<file path="src/tps_pkg.sv">
// constants, state codes and helpers for the timer prescale and stretch block
package tps_pkg;

   // -------------------------------------------------------------
   // register map
   // -------------------------------------------------------------
   localparam logic [7:0] CTL_ADDR = 8'h8E;
   localparam logic [7:0] PERMIT_ADDR = 8'h8F;
   localparam logic [7:0] CTL_RESET = 8'h01;
   localparam logic [7:0] PERMIT_RESET = 8'h00;
   localparam logic [7:0] CTL_MASK = 8'h3F;
   localparam logic [7:0] PERMIT_MASK = 8'h01;
   localparam int T2_SEL_BIT = 5;
   localparam int T1_SEL_BIT = 4;
   localparam int T0_SEL_BIT = 3;
   localparam int STRETCH_LSB = 0;
   localparam int STRETCH_MSB = 2;
   localparam int PERMIT_BIT = 0;

   // -------------------------------------------------------------
   // timing counts in system clocks and instruction cycles
   // -------------------------------------------------------------
   localparam logic [3:0] DIV_SLOW_LAST = 4'hB;
   localparam logic [1:0] DIV_FAST_LAST = 2'h3;
   localparam logic [5:0] CLKS_PER_ICYCLE = 6'h04;
   localparam logic [5:0] BASE_ICYCLES = 6'h02;
   localparam logic [5:0] SETUP_CLKS = 6'h02;
   localparam logic [5:0] ZERO_STRETCH_STROBE = 6'h02;
   localparam logic [5:0] STROBE_PER_STEP = 6'h04;

   typedef enum logic [3:0]
   {
      ST_IDLE = 4'b0001,
      ST_SETUP = 4'b0010,
      ST_STROBE = 4'b0100,
      ST_HOLD = 4'b1000
   } move_state_type;

   // whole move length in clocks for stretch value n
   function automatic logic [5:0] move_clks(input logic [2:0] n);
      move_clks = 6'((BASE_ICYCLES + {3'h0, n}) * CLKS_PER_ICYCLE);
   endfunction : move_clks

   // strobe width in clocks for stretch value n
   function automatic logic [5:0] strobe_clks(input logic [2:0] n);
      strobe_clks = (n == 3'h0) ? ZERO_STRETCH_STROBE : 6'({3'h0, n} * STROBE_PER_STEP);
   endfunction : strobe_clks

endpackage : tps_pkg

</file>
<file path="src/timer_prescale_external_data_move_stretch.sv">
// timer prescale ticks, external data move strobe stretching and flash write gate
// Summary of operation
// RL1 - timer2 tick divides by 12 or 4
// RL2 - timer2 select ignored in baud/clock-out mode
// RL3 - timer1 tick divides by 12 or 4
// RL4 - timer0 tick divides by 12 or 4
// RL5 - instruction cycle tick independent of selects
// RL6 - external move lasts stretch plus two cycles
// RL7 - strobe two clocks, else four per step
// RL8 - control resets to 01, top bits zero
// RL9 - internal SRAM moves always two cycles
// RL10 - stretching only lengthens, data unchanged
// RL11 - permit clear blocks flash writes
// RL12 - permit set allows unless locks active
// RL13 - new stretch applies to next move
`timescale 1ns/1ps
module timer_prescale_external_data_move_stretch
   import tps_pkg::*;
(
   // clock, reset, freeze
   input wire logic core_clk,
   input wire logic resetn,
   input wire logic ce,
   // special-function register port
   input wire logic [7:0] sfr_addr,
   input wire logic [7:0] sfr_wdata,
   input wire logic sfr_wr,
   input wire logic sfr_rd,
   output logic [7:0] sfr_rdata,
   // timer clocking
   input wire logic timer2_baud_or_clkout,
   output logic timer0_tick,
   output logic timer1_tick,
   output logic timer2_tick,
   output logic icycle_tick,
   // lock settings from hardware_config_byte_zero
   input wire logic program_memory_lock,
   input wire logic reset_sector_lock,
   // external_data_move requests from the core
   input wire logic move_req,
   input wire logic move_write,
   input wire logic move_target_sram,
   input wire logic move_target_flash,
   input wire logic [15:0] move_addr,
   input wire logic [7:0] move_wdata,
   output logic move_done,
   output logic [7:0] move_rdata,
   output logic flash_wr_pulse,
   output logic flash_wr_blocked,
   // external memory pins
   output logic [15:0] ext_addr,
   input wire logic [7:0] ext_data_in,
   output logic [7:0] ext_data_out,
   output logic ext_data_oe,
   output logic ext_rd_n,
   output logic ext_wr_n
);

   // -------------------------------------------------------------
   // registers
   // -------------------------------------------------------------
   logic [7:0] ctl_ff;
   logic [7:0] permit_ff;
   logic [7:0] rdata_ff;
   logic [3:0] div_ff;
   logic t0_ff, t1_ff, t2_ff, ic_ff;
   move_state_type state_ff;
   move_state_type nxt_state;
   logic [5:0] cnt_ff;
   logic [5:0] nxt_cnt;
   logic [2:0] stretch_ff;
   logic write_ff, ext_ff, flash_ff;
   logic done_ff, fpulse_ff, fblock_ff;
   logic [7:0] mrdata_ff, wdata_ff;
   logic [15:0] addr_ff;
   logic oe_ff, rd_n_ff, wr_n_ff;

   // -------------------------------------------------------------
   // decode and next values
   // -------------------------------------------------------------
   // register select and read mux
   wire ctl_hit = (sfr_addr == CTL_ADDR);
   wire permit_hit = (sfr_addr == PERMIT_ADDR);
   wire [7:0] read_mux;
   assign read_mux = ctl_hit ? ctl_ff : (permit_hit ? permit_ff : 8'h00);

   // prescale: one mod-12 counter feeds both rates, so a 12 tick is also a 4 tick
   wire [3:0] nxt_div = (div_ff == DIV_SLOW_LAST) ? 4'h0 : div_ff + 4'h1;
   wire slow_hit = (div_ff == DIV_SLOW_LAST);
   wire fast_hit = (div_ff[1:0] == DIV_FAST_LAST);
   wire baud_hit = div_ff[0];
   wire nxt_t0 = ctl_ff[T0_SEL_BIT] ? fast_hit : slow_hit; // RL4
   wire nxt_t1 = ctl_ff[T1_SEL_BIT] ? fast_hit : slow_hit; // RL3
   wire nxt_t2_sel = ctl_ff[T2_SEL_BIT] ? fast_hit : slow_hit; // RL1
   wire nxt_t2 = timer2_baud_or_clkout ? baud_hit : nxt_t2_sel; // RL2
   // instruction cycle never looks at the select bits
   wire nxt_ic = fast_hit; // RL5

   // move sequencing
   wire busy = (state_ff != ST_IDLE);
   wire take = (state_ff == ST_IDLE) && move_req;
   wire take_ext = !move_target_sram && !move_target_flash;
   // internal targets run at the unstretched rate
   wire [5:0] len = ext_ff ? move_clks(stretch_ff) : move_clks(3'h0); // RL6 RL9
   wire [5:0] strobe_end = SETUP_CLKS + strobe_clks(stretch_ff); // RL7
   wire last = busy && (cnt_ff == len - 6'h01);
   assign nxt_cnt = take ? 6'h01 : ((last || !busy) ? 6'h00 : cnt_ff + 6'h01);
   wire in_strobe = ext_ff && (nxt_cnt > SETUP_CLKS) && (nxt_cnt <= strobe_end);
   wire flash_ok = permit_ff[PERMIT_BIT] && !program_memory_lock && !reset_sector_lock;
   wire fl_end = last && flash_ff && write_ff;

   // next state from elapsed count
   always_comb
   begin
      nxt_state = ST_IDLE;
      if (take)
      begin
         nxt_state = ST_SETUP;
      end
      else if (busy && !last)
      begin
         if (in_strobe)
         begin
            nxt_state = ST_STROBE;
         end
         else if (nxt_cnt > SETUP_CLKS)
         begin
            nxt_state = ST_HOLD;
         end
         else
         begin
            nxt_state = ST_SETUP;
         end
      end
   end

   // strobe pins and data capture
   wire nxt_rd_n = !((nxt_state == ST_STROBE) && !write_ff);
   wire nxt_wr_n = !((nxt_state == ST_STROBE) && write_ff);
   wire cap = (state_ff == ST_STROBE) && (nxt_state != ST_STROBE) && !write_ff;
   wire nxt_oe = take ? (take_ext && move_write) : (last ? 1'b0 : oe_ff);

   // -------------------------------------------------------------
   // register file
   // -------------------------------------------------------------
   // reserved bits are masked on write so they read as zero
   always_ff @(posedge core_clk or negedge resetn)
   begin
      if (!resetn)
      begin
         ctl_ff <= CTL_RESET; // RL8
         permit_ff <= PERMIT_RESET;
         rdata_ff <= 8'h00;
      end
      else if (ce)
      begin
         if (sfr_wr && ctl_hit)
         begin
            ctl_ff <= sfr_wdata & CTL_MASK; // RL8
         end
         if (sfr_wr && permit_hit)
         begin
            permit_ff <= sfr_wdata & PERMIT_MASK;
         end
         rdata_ff <= sfr_rd ? read_mux : 8'h00;
      end
   end

   // -------------------------------------------------------------
   // prescaler
   // -------------------------------------------------------------
   always_ff @(posedge core_clk or negedge resetn)
   begin
      if (!resetn)
      begin
         div_ff <= 4'h0;
         t0_ff <= 1'b0;
         t1_ff <= 1'b0;
         t2_ff <= 1'b0;
         ic_ff <= 1'b0;
      end
      else if (ce)
      begin
         div_ff <= nxt_div;
         t0_ff <= nxt_t0;
         t1_ff <= nxt_t1;
         t2_ff <= nxt_t2;
         ic_ff <= nxt_ic;
      end
   end

   // -------------------------------------------------------------
   // move sequencer
   // -------------------------------------------------------------
   // stretch is latched at the take, so a rewrite mid-move waits
   always_ff @(posedge core_clk or negedge resetn)
   begin
      if (!resetn)
      begin
         state_ff <= ST_IDLE;
         cnt_ff <= 6'h00;
         stretch_ff <= 3'h0;
         write_ff <= 1'b0;
         ext_ff <= 1'b0;
         flash_ff <= 1'b0;
      end
      else if (ce)
      begin
         state_ff <= nxt_state;
         cnt_ff <= nxt_cnt;
         if (take)
         begin
            stretch_ff <= ctl_ff[STRETCH_MSB:STRETCH_LSB]; // RL13
            write_ff <= move_write;
            ext_ff <= take_ext;
            flash_ff <= move_target_flash;
         end
      end
   end

   // pins, data and completion pulses
   always_ff @(posedge core_clk or negedge resetn)
   begin
      if (!resetn)
      begin
         addr_ff <= 16'h0000;
         wdata_ff <= 8'h00;
         mrdata_ff <= 8'h00;
         oe_ff <= 1'b0;
         rd_n_ff <= 1'b1;
         wr_n_ff <= 1'b1;
         done_ff <= 1'b0;
         fpulse_ff <= 1'b0;
         fblock_ff <= 1'b0;
      end
      else if (ce)
      begin
         if (take && take_ext)
         begin
            addr_ff <= move_addr;
            wdata_ff <= move_wdata;
         end
         if (cap)
         begin
            mrdata_ff <= ext_data_in; // RL10
         end
         oe_ff <= nxt_oe;
         rd_n_ff <= nxt_rd_n; // RL7
         wr_n_ff <= nxt_wr_n; // RL7
         done_ff <= last; // RL6
         fpulse_ff <= fl_end && flash_ok; // RL12
         fblock_ff <= fl_end && !flash_ok; // RL11
      end
   end

   assign sfr_rdata = rdata_ff;
   assign timer0_tick = t0_ff;
   assign timer1_tick = t1_ff;
   assign timer2_tick = t2_ff;
   assign icycle_tick = ic_ff;
   assign move_done = done_ff;
   assign move_rdata = mrdata_ff;
   assign flash_wr_pulse = fpulse_ff;
   assign flash_wr_blocked = fblock_ff;
   assign ext_addr = addr_ff;
   assign ext_data_out = wdata_ff;
   assign ext_data_oe = oe_ff;
   assign ext_rd_n = rd_n_ff;
   assign ext_wr_n = wr_n_ff;

   // -------------------------------------------------------------
   // checks
   // -------------------------------------------------------------
   // helper counters only the checks read
   logic [5:0] run_ff, elapsed_ff;
   logic ctl_written_ff;
   always_ff @(posedge core_clk or negedge resetn)
   begin
      if (!resetn)
      begin
         run_ff <= 6'h00;
         elapsed_ff <= 6'h00;
         ctl_written_ff <= 1'b0;
      end
      else if (ce)
      begin
         run_ff <= (rd_n_ff && wr_n_ff) ? 6'h00 : run_ff + 6'h01;
         elapsed_ff <= take ? 6'h01 : elapsed_ff + 6'h01;
         ctl_written_ff <= ctl_written_ff || (sfr_wr && ctl_hit);
      end
   end

   a_t0_fast_rate: assert property (@(posedge core_clk) disable iff (!resetn || !ce) // RL4
      ctl_ff[T0_SEL_BIT] && $past(ctl_ff[T0_SEL_BIT]) |-> timer0_tick == icycle_tick)
      else $error("timer0 fast tick not on instruction cycle");
   a_t1_fast_rate: assert property (@(posedge core_clk) disable iff (!resetn || !ce) // RL3
      ctl_ff[T1_SEL_BIT] && $past(ctl_ff[T1_SEL_BIT]) |-> timer1_tick == icycle_tick)
      else $error("timer1 fast tick not on instruction cycle");
   a_t2_slow_gap: assert property (@(posedge core_clk) disable iff (!resetn || !ce) // RL1
      timer2_tick && !ctl_ff[T2_SEL_BIT] && !timer2_baud_or_clkout
      && !$past(ctl_ff[T2_SEL_BIT]) && !$past(timer2_baud_or_clkout)
      ##1 (!ctl_ff[T2_SEL_BIT] && !timer2_baud_or_clkout)[*3] |-> !timer2_tick[*3])
      else $error("timer2 slow tick too frequent");
   a_t2_mode_ignore: assert property (@(posedge core_clk) disable iff (!resetn || !ce) // RL2
      $past(timer2_baud_or_clkout) && $past(timer2_baud_or_clkout, 2) && $past(ce)
      && $past(ce, 2) |-> timer2_tick != $past(timer2_tick))
      else $error("timer2 tick follows select in baud mode");
   a_icycle_period: assert property (@(posedge core_clk) disable iff (!resetn || !ce) // RL5
      icycle_tick |-> ##1 !icycle_tick[*3] ##1 icycle_tick)
      else $error("instruction cycle tick not every four clocks");
   a_move_length: assert property (@(posedge core_clk) disable iff (!resetn || !ce) // RL6
      move_done && ext_ff |-> elapsed_ff == move_clks(stretch_ff))
      else $error("external move length wrong");
   a_strobe_width: assert property (@(posedge core_clk) disable iff (!resetn || !ce) // RL7
      $rose(ext_rd_n && ext_wr_n) |-> run_ff == strobe_clks(stretch_ff))
      else $error("strobe width wrong");
   a_ctl_reset_val: assert property (@(posedge core_clk) disable iff (!resetn) // RL8
      (!ctl_written_ff |-> ctl_ff == CTL_RESET) and (ctl_ff[7:6] == 2'b00))
      else $error("control register reset or reserved bits wrong");
   a_sram_fixed_rate: assert property (@(posedge core_clk) disable iff (!resetn || !ce) // RL9
      take && move_target_sram |-> ##1 (ext_rd_n && ext_wr_n && !move_done)[*7] ##1 move_done)
      else $error("internal move not two instruction cycles");
   a_read_capture: assert property (@(posedge core_clk) disable iff (!resetn || !ce) // RL10
      $rose(ext_rd_n) && $past(ce) |-> move_rdata == $past(ext_data_in))
      else $error("read data not taken at strobe end");
   a_flash_gate: assert property (@(posedge core_clk) disable iff (!resetn || !ce) // RL11
      flash_wr_pulse |-> $past(permit_ff[PERMIT_BIT]))
      else $error("flash write without permit");
   a_flash_locks: assert property (@(posedge core_clk) disable iff (!resetn || !ce) // RL12
      flash_wr_pulse |-> !$past(program_memory_lock) && !$past(reset_sector_lock))
      else $error("flash write despite lock");
   a_stretch_held: assert property (@(posedge core_clk) disable iff (!resetn || !ce) // RL13
      busy && $past(busy) && $past(ce) |-> $stable(stretch_ff))
      else $error("stretch changed mid move");

endmodule : timer_prescale_external_data_move_stretch

</file>
<file path="config.mk">
export PLATFORM = sky130hd
export DESIGN_NAME = timer_prescale_external_data_move_stretch
export DESIGN_NICKNAME = d
export VERILOG_FILES = /design/src/tps_pkg.sv /design/src/timer_prescale_external_data_move_stretch.sv
export SDC_FILE = /design/constraint.sdc
export NUM_CORES = 1
export LEC_CHECK = 0
export BUFFER_PORTS_ARGS = -buffer_cell sky130_fd_sc_hd__buf_4
export CAP_MARGIN = 0
export CORE_ASPECT_RATIO = 1.25
export CORE_UTILIZATION = 27
export CTS_BUF_LIST = sky130_fd_sc_hd__clkbuf_16
export CTS_CLUSTER_DIAMETER = 30
export CTS_CLUSTER_SIZE = 16
export DETAILED_ROUTE_END_ITERATION = 8
export GPL_ROUTABILITY_DRIVEN = 0
export GPL_TIMING_DRIVEN = 1
export PLACE_DENSITY = 0.48
export SLEW_MARGIN = 20
export SYNTH_ARGS = -nofsm -noshare
export SYNTH_HDL_FRONTEND = slang
export SYNTH_SLANG_ARGS = --single-unit
</file>
<file path="constraint.sdc">
create_clock -name core_clk -period 3.3 [get_ports core_clk]
set_input_delay 0.33 -clock core_clk [delete_from_list [all_inputs] [get_ports core_clk]]
set_output_delay 0.33 -clock core_clk [all_outputs]
set_load 0.02 [all_outputs]
</file>
==> flow_summary.json, run 1 <==
{
  "skew_ns": 0.004517,
  "post-route-util": 0.3953,
  "drc": 0,
  "yosysWarnings": 0,
  "grt_max_degree": 76,
  "hold_buffers": 0,
  "whs_ns": 0.01248,
  "setup-tns-final_ns": 0,
  "synth-adder-area-share": 0.03077,
  "dpl_cell_area_um2": 4661,
  "synth_cell_types": 51,
  "cp_cell_sequence": "ha_4, nor3b_4, mux2i_2, xnor2_1, a21o_1, nor2_2, ha_1, nand4_1, or2_4, a2111o_1, nand3b_4, mux2_4",
  "netlist_instances": 315,
  "drive_gt1_frac": 0.4743,
  "async_flop_share": 1.000,
  "initial_utilization": 0.2788,
  "synth.avg_cell_area_um2": 11.36,
  "hp-class": "input pin to asynchronous set/reset pin",
  "grt_pass1_vias": 2793,
  "yosys.area_share.simple": 0.1367,
  "wl_um": 8895,
  "clk_pin_slew_ns": 0.06,
  "dp.cells": 594,
  "synthToLayoutAreaGrowth_pct": 41.78,
  "fin_cells": 615,
  "rsz0062_at_grt": "true",
  "synth_top_family_by_area": "multiplexers",
  "syn_area_um2": 3578,
  "status": "finished clean",
  "cts_tree": "yes",
  "ant_nets": 0,
  "drv_slew": 0,
  "firstDrtPassIters": 4,
  "max_stage_delay_ns": 0.44,
  "grt_pass1_wl_um": 14120,
  "htreeDepth": 3,
  "worstPathArrival_ns": 3.49,
  "cp-start-kind": "flop",
  "crit_type": "flop to flop",
  "crit_buf_inv": 0,
  "nets": 510,
  "max_cap_violations": 0,
  "ys_top_cells_by_area": "dfrtp_1, mux2_2, nand2_1",
  "synthMuxAreaShare": 0.1636,
  "yosysSeqAreaShare": 0.5259,
  "crit_slowest_cell": "dfrtp_2",
  "synth_xor_area_frac": 0.02203,
  "path_max_fanout": 8,
  "hpwl_um": 6322,
  "die_w_um": 105.0,
  "overflow": 0,
  "slew_headroom": 0.5272,
  "clock_sinks": 75,
  "powerDensity_nw_per_um2": 698.7,
  "final_common_cell": "buf_4",
  "end_kind": "flop",
  "power_frac_seq": 0.373,
  "via_per_inst": 4.528,
  "clk-insertion-delay-late_ns": 0.33,
  "clock.fmax_mhz": 305.3,
  "cp.required_ns": 3.51,
  "finalCritPeriodShare": 0.9925,
  "drt_iter0_markers": 90,
  "hold_violations": 0,
  "worst_pin_slew_ns": 0.7092,
  "leakagePower_nw": 2.515,
  "core-area_um2": 12830,
  "netSwitchingFraction": 0.3342,
  "yosysTopAreaCell": "dfrtp_1",
  "synth_edf_count": 0,
  "layout_min_cycle_time_ns": 3.275,
  "wire_per_inst_um": 14.46,
  "p_sw_mw": 1.185,
  "dieArea_um2": 13720,
  "crit_family": "simple AND/OR/NAND/NOR gates",
  "clockBufferDepth": 2,
  "yosysTopAreaCellShare": 0.4965,
  "intPower_mw": 2.360,
  "portBuffers": 105,
  "synth-compound-area-share": 0.08077,
  "synthFlopType": "dfrtp_1",
  "synth_seq_cells": 75,
  "grt_use_total": 0.1331,
  "die_h_um": 130.7,
  "fp-row-count": 46,
  "cts_buffers": 9,
  "n_antenna_cell": 0,
  "cts-root-buf": "clkbuf_16",
  "num_vias": 2785,
  "vdd_drop_max_mv": 0.2679,
  "final_area_um2": 5074,
  "grt_antenna_before_repair": 0,
  "setup_viol": 0,
  "pwr-share-clk": 0.269,
  "ioPinCount": 110,
  "pwr-share-comb": 0.358,
  "final_cell_mix": "buf_4, dfrtp_1, mux2_2"
}
==> final cells by class <==
cell class	instances	area, µm²
repair buffers	130	983.4
well taps	168	210.2
clock buffers	9	225.2
fillers	1255	7761
multi-input cells	208	1644
clock inverters	7	60.06
inverters	18	67.56
flip-flops and latches	75	1883
==> power by group through the flow <==
stage	Combinational (mW)	Sequential (mW)	Clock, mW
2_1_floorplan	0.610	1.42	0
3_3_place_gp	1.19	1.33	0
3_5_place_dp	1.20	1.33	0
4_1_cts	1.21	1.32	0.986
5_1_grt	1.39	1.35	1.03
6_report	1.27	1.32	0.954
==> per-layer routing <==
layer,up-vias,GRT usage,routed length [µm]
li1,1346,-,-
met1,1358,0.1633,3863
met2,73,0.2213,4522
met3,8,0.04018,392
met4,0,0.05137,117
met5,-,0,0
==> path summary, 6_finish.rpt <==
kind / start / endpoint / slack, ns / cells after the start
hold reg to reg: ext_wr_n$_DFFE_PN1P_ / ext_wr_n$_DFFE_PN1P_ / 0.50 / 2
setup / recovery: stretch_ff[1]$_DFFE_PN0P_ / move_rdata[6]$_DFFE_PN0P_ / 0.02 / 12
max in group asynchronous: resetn / stretch_ff[1]$_DFFE_PN0P_ / 2.76 / 1
min in group core_clk: move_addr[8] / ext_addr[8]$_DFFE_PN0P_ / 0.23 / 2
hold / removal: resetn / icycle_tick$_DFFE_PN0P_ / 0.01 / 1
setup reg to reg: stretch_ff[1]$_DFFE_PN0P_ / move_rdata[6]$_DFFE_PN0P_ / 0.02 / 12
==> state kept, by name, indices dropped and copies added, names as in the netlist <==
register and cells:
cnt_ff 6, ctl_ff 6, div_ff 4, ext_addr 16, ext_data_oe 1, ext_data_out 8
ext_ff 1, ext_rd_n 1, ext_wr_n 1, flash_ff 1, flash_wr_blocked 1, flash_wr_pulse 1
icycle_tick 1, move_done 1, move_rdata 8, permit_ff 1, sfr_rdata 6, state_ff 4
stretch_ff 3, timer0_tick 1, timer1_tick 1, timer2_tick 1, write_ff 1
==> metrics by stage <==
step | power (mW) | setup slack (ns)
finish | 3.545 | 0.02467
global route | 3.771 | -0.1002
CTS | 3.519 | 0.03377
detailed placement | 2.534 | -0.08653
global placement | 2.515 | -0.04620
floorplan | 2.033 | 0.01109
==> cell families after synthesis <==
family / after synthesis
muxes: 52
and+or+nand+nor: 90
AOI/OAI and AO/OA: 46
DFF: 75
adders and majority gates: 9
other: 1
xor gates and xnor gates: 9
buffers and inverters: 33
==> what timing repair did <==
item,CTS,global route
gates resized for setup,3,16
pin swaps,3,13
buffers inserted,4,2
setup endpoints to repair,9,11
==> cell usage after synthesis (2+ instances only) <==
cell type	number
o21bai_1	2
xnor2_1	3
mux2i_1	3
mux2_2	48
nor2b_1	4
nand2_1	29
and2_1	3
xor2_1	6
nand4_1	2
or3_1	2
o22ai_1	3
a31oi_1	2
clkbuf_1	4
nor3_1	2
nand3b_1	3
a21o_1	3
o211ai_1	4
inv_1	18
nor2_1	16
buf_1	2
dfrtp_1	71
o21ai_0	19
buf_2	6
nor4_1	3
nand2b_1	3
or2_2	2
dfstp_2	4
a21oi_1	5
nand3_1	13
buf_4	2
ha_1	8
Note: power is estimated with default switching activity, not from simulation.
==> inputs of run 2 (changes only) <==
--- a/config.mk
+++ b/config.mk
@@ -9,13 +9,14 @@
 export CAP_MARGIN = 0
 export CORE_ASPECT_RATIO = 1.25
 export CORE_UTILIZATION = 27
-export CTS_BUF_LIST = sky130_fd_sc_hd__clkbuf_16
+export CTS_BUF_LIST = sky130_fd_sc_hd__clkbuf_4 sky130_fd_sc_hd__clkbuf_8 sky130_fd_sc_hd__clkbuf_16
 export CTS_CLUSTER_DIAMETER = 30
 export CTS_CLUSTER_SIZE = 16
 export DETAILED_ROUTE_END_ITERATION = 8
 export GPL_ROUTABILITY_DRIVEN = 0
 export GPL_TIMING_DRIVEN = 1
 export PLACE_DENSITY = 0.48
+export SETUP_SLACK_MARGIN = 0.5
 export SLEW_MARGIN = 20
 export SYNTH_ARGS = -nofsm -noshare
 export SYNTH_HDL_FRONTEND = slang
==> flow_summary.json, run 2 (synthesized netlist as in run 1, its figures left out) <==
{
  "ioPinCount": 110,
  "hp-class": "input pin to asynchronous set/reset pin",
  "initial_utilization": 0.2788,
  "powerDensity_nw_per_um2": 704.5,
  "crit_buf_inv": 6,
  "clockBufferDepth": 2,
  "path_max_fanout": 8,
  "worst_pin_slew_ns": 0.9613,
  "die_w_um": 105.0,
  "fin_cells": 625,
  "final_cell_mix": "buf_4, dfrtp_1, mux2_2",
  "leakagePower_nw": 2.579,
  "synthToLayoutAreaGrowth_pct": 45.87,
  "vdd_drop_max_mv": 0.3359,
  "grt_use_total": 0.1366,
  "rsz0062_at_grt": "true",
  "dieArea_um2": 13720,
  "dp.cells": 594,
  "clk-insertion-delay-late_ns": 0.33,
  "htreeDepth": 3,
  "fillerInstances": 1280,
  "fp-row-count": 46,
  "wl_um": 8845,
  "drive_gt1_frac": 0.5077,
  "cp.required_ns": 3.52,
  "die_h_um": 130.7,
  "overflow": 0,
  "setup_viol": 0,
  "num_vias": 2803,
  "firstDrtPassIters": 4,
  "hpwl_um": 6392,
  "end_kind": "flop",
  "cp_cell_sequence": "ha_4, nor3b_4, mux2i_2, buf_4, buf_4, buf_4, buf_6, buf_6, buf_6, mux2_4, a21o_1, a2111o_1, nand3b_4, mux2_4",
  "grt_pass1_wl_um": 14520,
  "n_antenna_cell": 0,
  "core-area_um2": 12830,
  "grt_max_degree": 76,
  "cp-start-kind": "flop",
  "slew_headroom": 0.3591,
  "via_per_inst": 4.485,
  "final_common_cell": "buf_4",
  "worstPathArrival_ns": 3.50,
  "wire_per_inst_um": 14.15,
  "cts_tree": "yes",
  "largest_reg_flops": 16,
  "nets": 520,
  "multi_input_area_um2": 1682,
  "clock.fmax_mhz": 305.1,
  "cts-root-buf": "clkbuf_16",
  "max_cap_violations": 0,
  "grt_pass1_vias": 2901,
  "skew_ns": 0.006029,
  "final_area_um2": 5220,
  "finalCritPeriodShare": 0.9932,
  "clk_pin_slew_ns": 0.06,
  "status": "finished clean",
  "cts_buffers": 9,
  "drt_iter0_markers": 116,
  "crit_family": "multiplexers",
  "max_stage_delay_ns": 0.46,
  "hold_violations": 0,
  "drc": 0,
  "drv_slew": 0,
  "crit_type": "flop to flop",
  "grt_antenna_before_repair": 0,
  "dpl_cell_area_um2": 4667,
  "clock_sinks": 75,
  "ant_nets": 0,
  "portBuffers": 105,
  "layout_min_cycle_time_ns": 3.278,
  "regArea_um2": 1884,
  "crit_slowest_cell": "a2111o_1"
}
-- run 2: cell count changes in the layout (fill, tap and decap cells not counted), moves of 2 or more --
cell and change:
buf_4 +6, buf_6 +4, clkbuf_4 +2, clkinv_1 -2
ha_1 -2
-- run 2: worst paths after layout --
path                                           start                   endpoint  slack, ns  depth (start not counted)
setup / recovery           stretch_ff[1]$_DFFE_PN0P_  move_rdata[7]$_DFFE_PN0P_       0.02                         14
hold / removal                                resetn    timer2_tick$_DFFE_PN0P_       0.14                          1
setup reg to reg           stretch_ff[1]$_DFFE_PN0P_  move_rdata[7]$_DFFE_PN0P_       0.02                         14
hold reg to reg                 ext_wr_n$_DFFE_PN1P_       ext_wr_n$_DFFE_PN1P_       0.49                          2
max in group asynchronous                     resetn  stretch_ff[1]$_DFFE_PN0P_       2.47                          1
min in group core_clk                 ext_data_in[1]  move_rdata[1]$_DFFE_PN0P_       0.22                          2
-- run 2: power by group --
group	total, mW	leakage [nW]	switching (mW)	internal [mW]
Combinational	1.36	1.43	0.646	0.718
Clock	0.995	0.154	0.372	0.623
Sequential	1.32	0.992	0.184	1.13
Total	3.68	2.58	1.20	2.48
-- run 2: through the flow --
step,power [mW],setup slack [ns],util,setup TNS [ns],hold WS (ns)
6_report,3.677,0.02234,0.4067,0,0.1357
5_1_grt,3.934,-0.1285,0.4067,-1.045,0.2090
4_1_cts,3.689,0.1082,0.4016,0,0.1869
3_5_place_dp,2.542,-0.04271,0.3636,-0.2554,0.4893
3_3_place_gp,2.524,-0.003182,0.3636,-0.01426,0.4906
2_1_floorplan,2.039,0.04678,-,0,0.03441
-- run 2: metal layers --
layer / part of all wire / wire, µm / vias to the layer above / global-route usage
li1: - / - / 1370 / -
met1: 0.41 / 3588 / 1359 / 0.1587
met2: 0.53 / 4684 / 63 / 0.2392
met3: 0.047 / 420 / 11 / 0.03720
met4: 0.017 / 151 / 0 / 0.05800
met5: 0 / 0 / - / 0
-- run 2: final cells by class --
type,instances,area share
flip-flops and latches,75,0.3610
clock inverters,4,0.009348
clock buffers,12,0.04866
multi-input cells,208,0.3221
repair buffers,140,0.2057
well taps,168,0.04027
inverters,18,0.01294
-- run 2: repair_timing --
| action | CTS | global route |
|---|---|---|
| buffers inserted | 12 | 3 |
| hold buffers | 0 | 0 |
| pin swaps | 15 | 11 |
| resized for setup | 20 | 10 |
| setup endpoints to repair | 12 | 12 |
